## src/common/mr0_map.svh

```systemverilog
// Offsets, field positions, encodings and timing counts of the mode register zero link.
`ifndef MR0_MAP_SVH
`define MR0_MAP_SVH
`define MRSEL_MR0 3'h0
`define MRSEL_MR1 3'h1
`define MRSEL_MR2 3'h2
`define MRSEL_MR5 3'h5
`define MRSEL_RCW 3'h7
`define BIT_BL 0
`define BIT_CL_LO 2
`define BIT_BT 3
`define BIT_CL_HI 4
`define BIT_TM 7
`define BIT_DLLRST 8
`define BIT_WR 9
`define BIT_AL 3
`define BIT_CRC 12
`define BIT_DM 10
`define BIT_BC 12
`define BIT_UNUSED 17
`define BL_FIX8 2'h0
`define BL_OTF 2'h1
`define BL_FIX4 2'h2
`define AL_CLM1 2'h1
`define AL_CLM2 2'h2
`define CL_BASE 5'h09
`define BURST_SLOT 4'h8
`define WR_PULL_IN 4'h2
`define WR_DONE 4'h9
`define LOCK_WAIT_CYCLES 1024
`define REG_CMD 5'h00
`define REG_WDATA0 5'h04
`define REG_WDATA1 5'h08
`define REG_MASK 5'h0c
`define REG_STATUS 5'h10
`define REG_RDATA0 5'h14
`define REG_RDATA1 5'h18
`define CMD_SEL 18
`define CMD_KIND 21
`define CMD_BADCRC 23
`endif

```

## src/common/mr0_pkg.sv

```systemverilog
// Types and shared functions of the mode register zero link.
`include "mr0_map.svh"
package mr0_pkg;
  typedef enum logic [1:0] {CMD_NOP, CMD_MRS, CMD_READ, CMD_WRITE} cmd_kind_t;
  typedef enum logic [1:0] {RD_IDLE, RD_WAIT, RD_BURST} rd_state_t;
  typedef enum logic [1:0] {WR_IDLE, WR_COLLECT} wr_state_t;
  typedef enum logic [1:0] {C_IDLE, C_MRS, C_READ, C_WRITE} ctrl_state_t;

  function automatic logic [4:0] cas_cycles(input logic [3:0] code);
    logic [4:0] r;
    r = `CL_BASE + {2'h0, code[2:0]};
    if (code[3]) begin
      case (code[2:0])
        3'h0: r = 5'h12;
        3'h1: r = 5'h14;
        3'h2: r = 5'h16;
        3'h3: r = 5'h18;
        3'h4: r = 5'h17;
        3'h5: r = 5'h11;
        3'h6: r = 5'h13;
        default: r = 5'h15;
      endcase
    end
    return r;
  endfunction

  function automatic logic [5:0] read_cycles(input logic [3:0] clCode, input logic [1:0] alCode);
    logic [5:0] cl;
    logic [5:0] al;
    cl = {1'b0, cas_cycles(clCode)};
    al = 6'h00;
    if (alCode == `AL_CLM1) al = cl - 6'h01;
    if (alCode == `AL_CLM2) al = cl - 6'h02;
    return al + cl;
  endfunction

  function automatic logic is_chop(input logic [1:0] blMode, input logic bcBit);
    return (blMode == `BL_FIX4) || (blMode == `BL_OTF && !bcBit);
  endfunction

  function automatic logic [7:0] crc8(input logic [63:0] d);
    logic [7:0] c;
    c = 8'h00;
    for (int i = 63; i >= 0; i--) c = {c[6:0], 1'b0} ^ ((c[7] ^ d[i]) ? 8'h07 : 8'h00);
    return c;
  endfunction
endpackage

```

## src/common/mr0_link_if.sv

```systemverilog
// Command, address and data pins between the memory controller and the memory device.
`timescale 1ns/100ps
interface mr0_link_if #(parameter int DW = 8);
  logic cmdValid;
  mr0_pkg::cmd_kind_t cmdKind;
  logic [2:0] bankSel;
  logic [17:0] addr;
  logic [7:0] crc;
  logic [DW-1:0] dqCtrl;
  logic dqCtrlOe_n;
  logic dm;
  logic [DW-1:0] dqDev;
  logic dqDevOe_n;
  logic dqsDev;
  logic dqsDevOe_n;
  modport device (input cmdValid, cmdKind, bankSel, addr, crc, dqCtrl, dqCtrlOe_n, dm,
                  output dqDev, dqDevOe_n, dqsDev, dqsDevOe_n);
  modport ctrl (output cmdValid, cmdKind, bankSel, addr, crc, dqCtrl, dqCtrlOe_n, dm,
                input dqDev, dqDevOe_n, dqsDev, dqsDevOe_n);
endinterface

```

## src/core/burst_order.sv

```systemverilog
// Beat index of one burst slot for sequential or interleaved ordering.
`timescale 1ns/100ps
module burst_order (
  input wire logic [2:0] start,
  input wire logic [2:0] count,
  input wire logic interleaved,
  output logic [2:0] index
);
  always_comb begin
    if (interleaved) begin
      index = start ^ count;
    end else begin
      index = {start[2] ^ count[2], start[1:0] + count[1:0]};
    end
  end
endmodule

```

## src/core/mr0_device.sv

```systemverilog
// Memory device end: mode register zero decode, burst ordering, read latency and write commit.
// What this block does
// - Order beats by burst type, length, start.
// - Fixed chop-four, fixed eight, or per-command select.
// - First beat is start column; wrap or XOR.
// - Chop-four read: drivers off beats four-seven.
// - Writes ignore low column bits; fixed order.
// - Fixed chop-four write commits two clocks early.
// - Per-command chop-four write commits at eight-beat time.
// - Column latency is whole clock cycles.
// - First read data after added plus column latency.
// - Controller keeps test-mode bit at zero.
// - Controller programs recovery code at least minimum.
// - Mask and CRC enabled: bad CRC blocks write.
// - Controller programs read-to-precharge at least minimum.
// - Delay-lock reset bit clears itself.
// - Controller waits lock interval after delay-lock reset.
// - Mode commands with select 111 are ignored.
// - Controller zeroes unused mode address bit 17.
// - Gear-down forbidden latency codes: controller passes them through unchecked.
`timescale 1ns/100ps
`include "mr0_map.svh"
module mr0_device #(
  parameter int DW = 8,
  parameter int COLW = 6
) (
  input wire logic mclk,
  input wire logic reset,
  mr0_link_if.device link,
  output logic [1:0] burstMode,
  output logic interleavedOrder,
  output logic [5:0] totalReadLatency,
  output logic [2:0] recoveryCode,
  output logic testModeActive,
  output logic dllResetPulse,
  output logic internalWrite,
  output logic writeBlocked
);
  typedef struct packed {
    logic [1:0] blMode;
    logic interleaved;
    logic [3:0] clCode;
    logic testMode;
    logic dllReset;
    logic [2:0] wrCode;
    logic [1:0] alCode;
    logic crcEn;
    logic dmEn;
    mr0_pkg::rd_state_t rdState;
    logic [5:0] rdWait;
    logic [3:0] rdBeat;
    logic rdChop;
    logic [COLW-1:0] rdCol;
    logic [DW-1:0] dqOut;
    logic dqOe_n;
    logic dqs;
    logic dqsOe_n;
    mr0_pkg::wr_state_t wrState;
    logic [3:0] wrCnt;
    logic wrChop;
    logic wrEarly;
    logic [COLW-1:0] wrCol;
    logic [8*DW-1:0] wrBuf;
    logic [7:0] wrMask;
    logic [7:0] wrCrc;
    logic internalWrite;
    logic writeBlocked;
  } dev_state_t;

  dev_state_t s;
  dev_state_t next_s;
  logic [DW-1:0] mem [0:(1<<COLW)-1];
  logic [2:0] slot;
  logic [2:0] beatIdx;
  logic isMrs;
  logic isRead;
  logic isWrite;
  logic driveBeat;
  logic crcOk;
  logic [63:0] crcData;
  logic [3:0] commitAt;

  assign isMrs = link.cmdValid && link.cmdKind == mr0_pkg::CMD_MRS;
  assign isRead = link.cmdValid && link.cmdKind == mr0_pkg::CMD_READ;
  assign isWrite = link.cmdValid && link.cmdKind == mr0_pkg::CMD_WRITE;
  assign slot = (s.rdState == mr0_pkg::RD_WAIT) ? 3'h0 : s.rdBeat[2:0];
  assign driveBeat = (s.rdState == mr0_pkg::RD_WAIT && s.rdWait == 6'h00) ||
                     (s.rdState == mr0_pkg::RD_BURST && s.rdBeat < `BURST_SLOT);

  burst_order order (
    .start(s.rdCol[2:0]),
    .count(slot),
    .interleaved(s.interleaved),
    .index(beatIdx)
  );

  // Beats past a chop-four burst are zeroed so both ends compute the checksum over the same bits.
  always_comb begin
    crcData = 64'h0;
    crcData[8*DW-1:0] = s.wrBuf;
    if (s.wrChop) crcData[63:32] = 32'h0;
  end

  assign crcOk = mr0_pkg::crc8(crcData) == s.wrCrc;
  assign commitAt = s.wrEarly ? (`BURST_SLOT - `WR_PULL_IN) : `BURST_SLOT;

  always_comb begin
    next_s = s;
    next_s.dllReset = 1'b0;
    next_s.internalWrite = 1'b0;
    next_s.writeBlocked = 1'b0;
    // Each register changes only on its own select code; the control-word code matches no item.
    if (isMrs) begin
      case (link.bankSel)
        `MRSEL_MR0: begin
          next_s.blMode = link.addr[`BIT_BL+1:`BIT_BL];
          next_s.interleaved = link.addr[`BIT_BT];
          next_s.clCode = {link.addr[`BIT_CL_HI+2:`BIT_CL_HI], link.addr[`BIT_CL_LO]};
          next_s.testMode = link.addr[`BIT_TM];
          next_s.dllReset = link.addr[`BIT_DLLRST];
          next_s.wrCode = link.addr[`BIT_WR+2:`BIT_WR];
        end
        `MRSEL_MR1: next_s.alCode = link.addr[`BIT_AL+1:`BIT_AL];
        `MRSEL_MR2: next_s.crcEn = link.addr[`BIT_CRC];
        `MRSEL_MR5: next_s.dmEn = link.addr[`BIT_DM];
        default: ;
      endcase
    end

    next_s.dqOe_n = 1'b1;
    next_s.dqsOe_n = 1'b1;
    next_s.dqOut = '0;
    next_s.dqs = 1'b0;
    if (driveBeat) begin
      next_s.dqOe_n = s.rdChop && slot[2];
      next_s.dqsOe_n = s.rdChop && slot[2];
      next_s.dqOut = mem[{s.rdCol[COLW-1:3], beatIdx}];
      next_s.dqs = !slot[0];
    end
    unique case (s.rdState)
      mr0_pkg::RD_IDLE: begin
        if (isRead) begin
          next_s.rdState = mr0_pkg::RD_WAIT;
          // Latency is counted in whole clocks from the command edge.
          next_s.rdWait = mr0_pkg::read_cycles(s.clCode, s.alCode) - 6'h01;
          next_s.rdCol = link.addr[COLW-1:0];
          next_s.rdChop = mr0_pkg::is_chop(s.blMode, link.addr[`BIT_BC]);
        end
      end
      mr0_pkg::RD_WAIT: begin
        next_s.rdWait = s.rdWait - 6'h01;
        if (s.rdWait == 6'h00) begin
          next_s.rdState = mr0_pkg::RD_BURST;
          next_s.rdBeat = 4'h1;
        end
      end
      mr0_pkg::RD_BURST: begin
        next_s.rdBeat = s.rdBeat + 4'h1;
        if (s.rdBeat == `BURST_SLOT) next_s.rdState = mr0_pkg::RD_IDLE;
      end
    endcase

    unique case (s.wrState)
      mr0_pkg::WR_IDLE: begin
        if (isWrite) begin
          next_s.wrState = mr0_pkg::WR_COLLECT;
          next_s.wrCnt = 4'h0;
          next_s.wrChop = mr0_pkg::is_chop(s.blMode, link.addr[`BIT_BC]);
          next_s.wrEarly = s.blMode == `BL_FIX4;
          next_s.wrCol = link.addr[COLW-1:0];
          next_s.wrBuf = '0;
          next_s.wrMask = 8'h00;
          next_s.wrCrc = link.crc;
        end
      end
      mr0_pkg::WR_COLLECT: begin
        if (s.wrCnt < `BURST_SLOT) begin
          next_s.wrBuf[s.wrCnt[2:0]*DW +: DW] = link.dqCtrl;
          next_s.wrMask[s.wrCnt[2:0]] = link.dm;
          next_s.wrCnt = s.wrCnt + 4'h1;
        end
        if (s.wrCnt == commitAt) begin
          next_s.wrState = mr0_pkg::WR_IDLE;
          // A checksum mismatch only blocks while both mask and checksum are enabled.
          next_s.writeBlocked = s.dmEn && s.crcEn && !crcOk;
          next_s.internalWrite = !(s.dmEn && s.crcEn && !crcOk);
        end
      end
    endcase
  end

  always_ff @(posedge mclk) begin
    if (reset) begin
      s <= '0;
      s.dqOe_n <= 1'b1;
      s.dqsOe_n <= 1'b1;
    end else begin
      s <= next_s;
    end
  end

  // The array is written one clock after the commit pulse, from the held burst buffer.
  always_ff @(posedge mclk) begin
    if (s.internalWrite) begin
      for (int k = 0; k < 8; k++) begin
        if (!(s.wrChop && k >= 4) && !(s.dmEn && s.wrMask[k])) begin
          if (s.wrChop) begin
            mem[{s.wrCol[COLW-1:3], s.wrCol[2], 2'(k)}] <= s.wrBuf[k*DW +: DW];
          end else begin
            mem[{s.wrCol[COLW-1:3], 3'(k)}] <= s.wrBuf[k*DW +: DW];
          end
        end
      end
    end
  end

  assign link.dqDev = s.dqOut;
  assign link.dqDevOe_n = s.dqOe_n;
  assign link.dqsDev = s.dqs;
  assign link.dqsDevOe_n = s.dqsOe_n;
  assign burstMode = s.blMode;
  assign interleavedOrder = s.interleaved;
  assign totalReadLatency = mr0_pkg::read_cycles(s.clCode, s.alCode);
  assign recoveryCode = s.wrCode;
  assign testModeActive = s.testMode;
  assign dllResetPulse = s.dllReset;
  assign internalWrite = s.internalWrite;
  assign writeBlocked = s.writeBlocked;
endmodule

```

## src/flat_wrapper.sv

```systemverilog
// flat-port wrapper written by rule: the top's interface ports become plain ports
module mr0_device_flat 
#(
  parameter int DW = 8,
  parameter int COLW = 6
)
  (mclk, reset, burstMode, interleavedOrder, totalReadLatency, recoveryCode, testModeActive, dllResetPulse, internalWrite, writeBlocked, link_cmdValid, link_cmdKind, link_bankSel, link_addr, link_crc, link_dqCtrl, link_dqCtrlOe_n, link_dm, link_dqDev, link_dqDevOe_n, link_dqsDev, link_dqsDevOe_n);
  mr0_link_if #(.DW(DW)) link_i ();
  input wire logic mclk;
  input wire logic reset;
  output logic [1:0] burstMode;
  output logic interleavedOrder;
  output logic [5:0] totalReadLatency;
  output logic [2:0] recoveryCode;
  output logic testModeActive;
  output logic dllResetPulse;
  output logic internalWrite;
  output logic writeBlocked;
  input wire logic [$bits(link_i.cmdValid)-1:0] link_cmdValid;
  input wire logic [$bits(link_i.cmdKind)-1:0] link_cmdKind;
  input wire logic [$bits(link_i.bankSel)-1:0] link_bankSel;
  input wire logic [$bits(link_i.addr)-1:0] link_addr;
  input wire logic [$bits(link_i.crc)-1:0] link_crc;
  input wire logic [$bits(link_i.dqCtrl)-1:0] link_dqCtrl;
  input wire logic [$bits(link_i.dqCtrlOe_n)-1:0] link_dqCtrlOe_n;
  input wire logic [$bits(link_i.dm)-1:0] link_dm;
  output wire logic [$bits(link_i.dqDev)-1:0] link_dqDev;
  output wire logic [$bits(link_i.dqDevOe_n)-1:0] link_dqDevOe_n;
  output wire logic [$bits(link_i.dqsDev)-1:0] link_dqsDev;
  output wire logic [$bits(link_i.dqsDevOe_n)-1:0] link_dqsDevOe_n;
  assign link_i.cmdValid = link_cmdValid;
  assign link_i.cmdKind = link_cmdKind;
  assign link_i.bankSel = link_bankSel;
  assign link_i.addr = link_addr;
  assign link_i.crc = link_crc;
  assign link_i.dqCtrl = link_dqCtrl;
  assign link_i.dqCtrlOe_n = link_dqCtrlOe_n;
  assign link_i.dm = link_dm;
  assign link_dqDev = link_i.dqDev;
  assign link_dqDevOe_n = link_i.dqDevOe_n;
  assign link_dqsDev = link_i.dqsDev;
  assign link_dqsDevOe_n = link_i.dqsDevOe_n;
  mr0_device #(.DW(DW), .COLW(COLW)) u_core (.mclk(mclk), .reset(reset), .link(link_i), .burstMode(burstMode), .interleavedOrder(interleavedOrder), .totalReadLatency(totalReadLatency), .recoveryCode(recoveryCode), .testModeActive(testModeActive), .dllResetPulse(dllResetPulse), .internalWrite(internalWrite), .writeBlocked(writeBlocked));
endmodule
```

## config.mk

```make
export PLATFORM = sky130hd
export DESIGN_NAME = mr0_device_flat
export DESIGN_NICKNAME = d
export VERILOG_FILES = /design/src/common/mr0_pkg.sv /design/src/common/mr0_link_if.sv /design/src/core/burst_order.sv /design/src/core/mr0_device.sv /design/src/flat_wrapper.sv
export VERILOG_INCLUDE_DIRS = /design/src /design/src/common
export SDC_FILE = /design/constraint.sdc
export NUM_CORES = 1
export LEC_CHECK = 0
export BUFFER_PORTS_ARGS = -buffer_cell sky130_fd_sc_hd__buf_2
export CORE_UTILIZATION = 40
export CTS_CLUSTER_DIAMETER = 30
export DETAILED_ROUTE_END_ITERATION = 8
export GPL_TIMING_DRIVEN = 1
export SLEW_MARGIN = 20
export SYNTH_ARGS = -nofsm -noshare
export SYNTH_HDL_FRONTEND = slang
export SYNTH_SLANG_ARGS = --single-unit
```

## constraint.sdc

```tcl
create_clock -name mclk -period 12.8 [get_ports mclk]
set_clock_uncertainty 0.2 [all_clocks]
set_input_delay 0.64 -clock mclk [delete_from_list [all_inputs] [get_ports mclk]]
set_output_delay 0.64 -clock mclk [all_outputs]
set_load 0.01 [all_outputs]
```

Yosys cells after proc, flatten, opt, wreduce, memory -nomap -nowiden --
Memory sizes are Yosys's and may differ from the RTL's. A register that Yosys moved wholly into a read port is not among the register bits. Index checks and enable logic that the tools add are counted.
Word-level totals: memory bits (writable) 512, memories 1, register bits 133, logic and storage cells 430, output and inout bits 27
Operators by class: $lt $le $gt $ge 4, reduce and logical (&&, ||, !) cells 58, bitwise logic cells 137, equality and inequality tests 28, add/subtract/negate cells 13, shifts and indexed selects 2, muxes and demuxes 161
Memories:
- u_core.mem | words 64, bits a word 8, rd ports 1, clocked after memory_dff 1, write ports 8, RTL line mr0_device.sv:72 | logic [DW-1:0] mem [0:(1<<COLW)-1];
Operators by type and width (count):
- 8-bit XOR | 63
- 3-bit two-way mux | 66
- 72-bit one-hot mux with 2 select lines | 1
- 94-bit two-way mux | 1
- 72-bit two-way mux | 1
- 8-bit two-way mux | 9
- 64-bit bitwise mux | 1
- 8-bit by 34-bit variable shift with 64-bit output, first input constant | 1
- 8-bit by 34-bit indexed part select with 64-bit output | 1
- 1-bit XOR | 63
- 6-bit two-way mux | 10
- 1-bit two-way mux | 55
- 6-bit negation with 34-bit output | 1
- 32-bit two-way mux | 1
- 8-bit OR reduction | 4
- 4-bit one-hot mux with 7 select lines | 1
- 6-bit one-hot mux with 2 select lines | 2
- 1-bit logical AND | 22
- 2-bit AND reduction | 10
- 5-bit two-way mux | 3
- 6-bit by 5-bit adder with 6-bit output | 2
- 3-bit equality test, second input constant | 4
- 4-bit two-way mux | 3
- 5-bit by 1-bit subtractor with 6-bit output, second input constant | 2
- 35 further kinds | 76

Depth between registers and ports, before layout --
depth in word-level cells 194, depth in mapped cells 22, mapped depth without buffers 22

Cells and area by module --
A second synthesis with hierarchy kept.
Unflattened totals: cell total of the unflattened synthesis 2436, area total of the unflattened synthesis 32911.6 µm²
Modules (own cells, without submodules):
- mr0_device | area an instance 32866.5 µm², instances 1, cells each 2431, seq. area each 18137.4 µm²
- burst_order | area an instance 45.0 µm², instances 1, cells each 5, seq. area each 0.0 µm²

Worst setup path before layout --
Ideal clock, no wire load.
kind reg-to-reg, from register u_core.s[68] (netlist name), to register u_core.s (netlist bit u_core.internalWrite), slack 8.366 ns, data required time 12.541 ns, stages on the path, launching flop included 14, arrival time 4.175 ns, cell sequence dfxtp_1 > xnor3_1 > xnor2_2 > xnor3_2 > nor2_4 > xor2_2 > xor3_2 > xor3_1 > xnor3_1 > xor2_2 > xnor2_1 > or3_1 > a2111oi_2 > o21ba_1
Between the ends: longest elaborated chain between the ends 74
Ends and longest elaborated chain:
- start, declared | RTL line mr0_device.sv:70 | dev_state_t s;
- start signal, assigned | RTL line mr0_device.sv:198 | s <= next_s;
- 32-bit two-way mux (*) | RTL line mr0_device.sv:101 | if (s.wrChop) crcData[63:32] = 32'h0;
- 1-bit XOR (*) | RTL line mr0_pkg.sv:44 | for (int i = 63; i >= 0; i--) c = {c[6:0], 1'b0} ^ ((c[7] ^ d[i]) ? 8'h07 : 8'h00);
- 3-bit two-way mux (*) | RTL line mr0_pkg.sv:44
- 8-bit XOR (*) (6 in series) | RTL line mr0_pkg.sv:44
- 1-bit XOR or 8-bit XOR (tied branches) | RTL line mr0_pkg.sv:44
- 3-bit two-way mux, or another cell as far along | RTL line mr0_pkg.sv:44
- 8-bit XOR (*) (6 in series) | RTL line mr0_pkg.sv:44
- 1-bit XOR or 8-bit XOR (tied branches) | RTL line mr0_pkg.sv:44
- (+41 left out)
- 8-bit XOR (*) (8 in series) | RTL line mr0_pkg.sv:44
- 1-bit XOR, or another cell as far along | RTL line mr0_pkg.sv:44
- 3-bit two-way mux or 8-bit XOR (tied branches) | RTL line mr0_pkg.sv:44
- 8-bit XOR (*) | RTL line mr0_pkg.sv:44
- 8-bit equality test (*) | RTL line mr0_device.sv:104 | assign crcOk = mr0_pkg::crc8(crcData) == s.wrCrc;
- 1-bit logical NOT (*) | RTL line mr0_device.sv:186 | next_s.internalWrite = !(s.dmEn && s.crcEn && !crcOk);
- 1-bit logical AND (*) | RTL line mr0_device.sv:186
- 1-bit logical NOT (*) | RTL line mr0_device.sv:186
Mark *: on every way between the ends. The rest lies on a longest branch, timed or not. A chain may end at the register's enable or synchronous reset.

Final worst setup path --
from register u_core.s[76] (netlist name), to register u_core.s (netlist bit u_core.writeBlocked)
Between the ends: longest elaborated chain between the ends 83
Ends and longest elaborated chain:
- 32-bit two-way mux (*) | RTL line mr0_device.sv:101
- 1-bit XOR (*) | RTL line mr0_pkg.sv:44
- 3-bit two-way mux (*) | RTL line mr0_pkg.sv:44
- 8-bit XOR (*) (6 in series) | RTL line mr0_pkg.sv:44
- 1-bit XOR or 8-bit XOR (tied branches) | RTL line mr0_pkg.sv:44
- 3-bit two-way mux, or another cell as far along | RTL line mr0_pkg.sv:44
- 8-bit XOR (*) (6 in series) | RTL line mr0_pkg.sv:44
- 1-bit XOR or 8-bit XOR (tied branches) | RTL line mr0_pkg.sv:44
- (+50 left out)
- 3-bit two-way mux, or another cell as far along | RTL line mr0_pkg.sv:44
- 8-bit XOR (*) (8 in series) | RTL line mr0_pkg.sv:44
- 1-bit XOR, or another cell as far along | RTL line mr0_pkg.sv:44
- 3-bit two-way mux or 8-bit XOR (tied branches) | RTL line mr0_pkg.sv:44
- 8-bit XOR (*) | RTL line mr0_pkg.sv:44
- 8-bit equality test (*) | RTL line mr0_device.sv:104
- 1-bit logical NOT (*) | RTL line mr0_device.sv:185 | next_s.writeBlocked = s.dmEn && s.crcEn && !crcOk;
- 1-bit logical AND (*) | RTL line mr0_device.sv:185
Marked as above.

==> impl_metrics.env <==
export IMPL_status="complete, no violations"
export IMPL_ys_ff_latch=650
export IMPL_clk_latency_ps=710
export IMPL_crit_type="flip-flop to flip-flop"
export IMPL_cts_hold_fix_buffers=18
export IMPL_post_cts_buffers=0
export IMPL_drtIter0Drc=2953
export IMPL_rsz0062_at_grt="false"
export IMPL_hold_violations=0
export IMPL_synth_top_cell_by_area="edfxtp_1"
export IMPL_post_cts_resized=0
export IMPL_pin_count=71
export IMPL_cellLeakagePower_nw=14.5
export IMPL_drive_gt1_frac=0.341
export IMPL_core_sq_um=80800
export IMPL_fp_dieH_um=288
export IMPL_synth_edf_count=512
export IMPL_antenna_found_initial=16
export IMPL_p_per_area_nw_per_um2=170
export IMPL_drc_errors=0
export IMPL_synth_flop_cell="edfxtp_1"
export IMPL_port_buffers=64
export IMPL_ys_top_cells_by_count="edfxtp_1 (512), clkbuf_1 (399), mux2_2 (259), nor2_1 (199), mux4_2 (168)"
export IMPL_synth_top_cell_area_share=0.469
export IMPL_synthTopCellsByArea="edfxtp_1 (47%), mux4_2 (12%), mux2_2 (8.9%)"
export IMPL_cp_start_kind="flip-flop"
export IMPL_multiInputGateArea_sq_um=12800
export IMPL_vias=20649
export IMPL_cp_max_fo=12
export IMPL_htree_levels=4
export IMPL_critPathLaunch="u_core.s[76]$_SDFFE_PP0P_"
export IMPL_rows=104
export IMPL_grt_pass1_wl_mm=148
export IMPL_relSlewSlack=0.118
export IMPL_cts_sinks=650
export IMPL_vdd_drop_max_v=0.000119
export IMPL_first_pass_iters=8
export IMPL_start_util=0.406
export IMPL_post_synth_cell_area_avg_sq_um=13.6
export IMPL_placed_cell_area_sq_um=33100
export IMPL_gp_congestion=0.883
export IMPL_synth_warnings=0
export IMPL_fillCellCount=6882
export IMPL_syn_area_sq_um=32800
export IMPL_die_w_um=288
export IMPL_setup_viol=0
export IMPL_cts_max_path_buffers=3
export IMPL_vias_per_cell=6.07
export IMPL_final_util=0.466
export IMPL_slew_viol_final=0
export IMPL_overflow=0
export IMPL_setup_slack_ps=7060
export IMPL_seq_area_frac_synth=0.553
export IMPL_synthArstFlopShare=0
export IMPL_maxCapViolCount=0
export IMPL_crit_arrival_ps=6100
export IMPL_grt_pass1_vias=20261
export IMPL_clock_fmax_mhz=174
export IMPL_yosysUniqueCellTypes=59
export IMPL_end_kind="flip-flop"
export IMPL_r2r_start="u_core.s[76]$_SDFFE_PP0P_"
export IMPL_wire_per_inst_um=31.3
export IMPL_synth_net_count=2498
export IMPL_seq_area_sq_um=18100
export IMPL_period_share=0.448
export IMPL_wirelength_mm=106
export IMPL_critPathRequiredTime_ps=13170
export IMPL_p_total_mw=6.40
export IMPL_die_area_sq_um=83100
export IMPL_ant_nets=0
export IMPL_synthCells=2418
export IMPL_clkTransAtPathRegs_ps=50
export IMPL_place_hpwl_mm=63.5
export IMPL_numCtsBuffers=130
export IMPL_nets=2307
export IMPL_grt_total_usage=0.257
export IMPL_min_period_ps=5740
export IMPL_max_slew_worst_pin_slew_ps=1320
export IMPL_cts_tree="done"
export IMPL_hold_class="input port to flip-flop"
export IMPL_syn_to_final_growth_pct=15.0
export IMPL_pre_cts_slack_ps=7120
export IMPL_yosysMostFrequentCell="edfxtp_1"
export IMPL_worstHoldStart="link_bankSel[2]"
export IMPL_stdcell_area_sq_um=37700
export IMPL_finalSetupTns_ps=0
export IMPL_grt_max_degree=102
export IMPL_clock_root_buffer="clkbuf_16"
-- critical path, stage by stage, from the launching register on --
cell	delay (ps)
dfxtp_1	1060
xnor3_1	510
xnor2_1	310
xnor3_1	390
xor2_1	330
mux2_2	390
xnor2_1	330
xor3_1	350
xnor3_1	450
xor2_2	190
xnor2_1	140
or3_1	330
a2111oi_2	500
nor3_1	110
-- cell type report --
| class | instances | area share |
|---|---|---|
| Sequential cell | 650 | 0.482 |
| Multi-Input combinational cell | 1281 | 0.339 |
| Clock buffer | 153 | 0.0945 |
| Tap cell | 1060 | 0.0352 |
| Clock inverter | 87 | 0.0232 |
| Timing Repair Buffer | 130 | 0.0229 |
| Inverter | 34 | 0.00339 |
| Antenna cell | 7 | 0.000465 |
-- stage by stage --
step	instances	hold WS, ps
after detailed placement	3137	251
after floorplan	2418	227
after global placement	3137	244
after global routing	3396	28.3
after CTS	3395	0.617
final	3402	26.6
-- cell usage in the layout, fill, tap and decap left out, types with 8 or more instances in the layout --
cell type and instances:
edfxtp_1 512, mux2_2 259, nor2_1 198, mux4_2 168, clkbuf_16 138, nand2_1 131
dfxtp_1 131, a21oi_1 85, xnor2_1 78, buf_2 63, a22oi_1 49, buf_4 49
xnor3_1 36, inv_1 34, ha_1 33, clkinv_2 28, nand3_1 26, xor2_1 26
nor2b_1 24, mux2i_1 18, dlygate4sd3_1 18, nor3_1 15, clkinv_1 14, clkinvlp_4 13
bufinv_16 12, o21ai_0 11, xor3_1 10, clkbuf_1 10, inv_6 9, nand2b_1 8
xnor2_2 8
-- cells by family (layout without fill, tap and decap cells) --
| logic type | Yosys count | in the layout | synth area share |
|---|---|---|---|
| flops | 650 | 650 | 0.553 |
| buf+inv | 487 | 404 | 0.0581 |
| mux | 445 | 445 | 0.210 |
| other cells | 0 | 7 | 0 |
| simple gates | 447 | 447 | 0.0594 |
| xor+xnor | 168 | 168 | 0.0701 |
| fa+ha+maj | 36 | 36 | 0.0142 |
| compound gates | 185 | 185 | 0.0348 |
-- sequential cells by signal, indices dropped and copies added, names as in the netlist, 2 cells and up --
signal               cells
u_core.burstMode         2
u_core.link.dqDev        8
u_core.mem             512
u_core.crcData          32
u_core.recoveryCode      3
u_core.s                86
-- power by group --
group | internal (mW) | total (mW) | switching (mW)
Clock | 2.23 | 3.38 | 1.15
Combinational | 0.335 | 0.720 | 0.385
Sequential | 2.27 | 2.29 | 0.0201
-- path summary, 6_finish.rpt --
| kind | to | slack (ps) | cells after the start |
|---|---|---|---|
| worst max-delay path | u_core.writeBlocked$_SDFF_PP0_ | 7060 | 13 |
| worst min-delay path | u_core.s[126]$_SDFFE_PP0P_ | 30 | 3 |
| worst max register to register | u_core.writeBlocked$_SDFF_PP0_ | 7060 | 13 |
| worst min register to register | u_core.s[127]$_SDFFE_PP0P_ | 250 | 2 |
-- metal layers --
layer	global-route usage	routed length, um
met2	0.386	47700
met3	0.0825	13500
met1	0.338	40200
met5	0	108
met4	0.118	5010
Power figures use the tool's default switching activity.
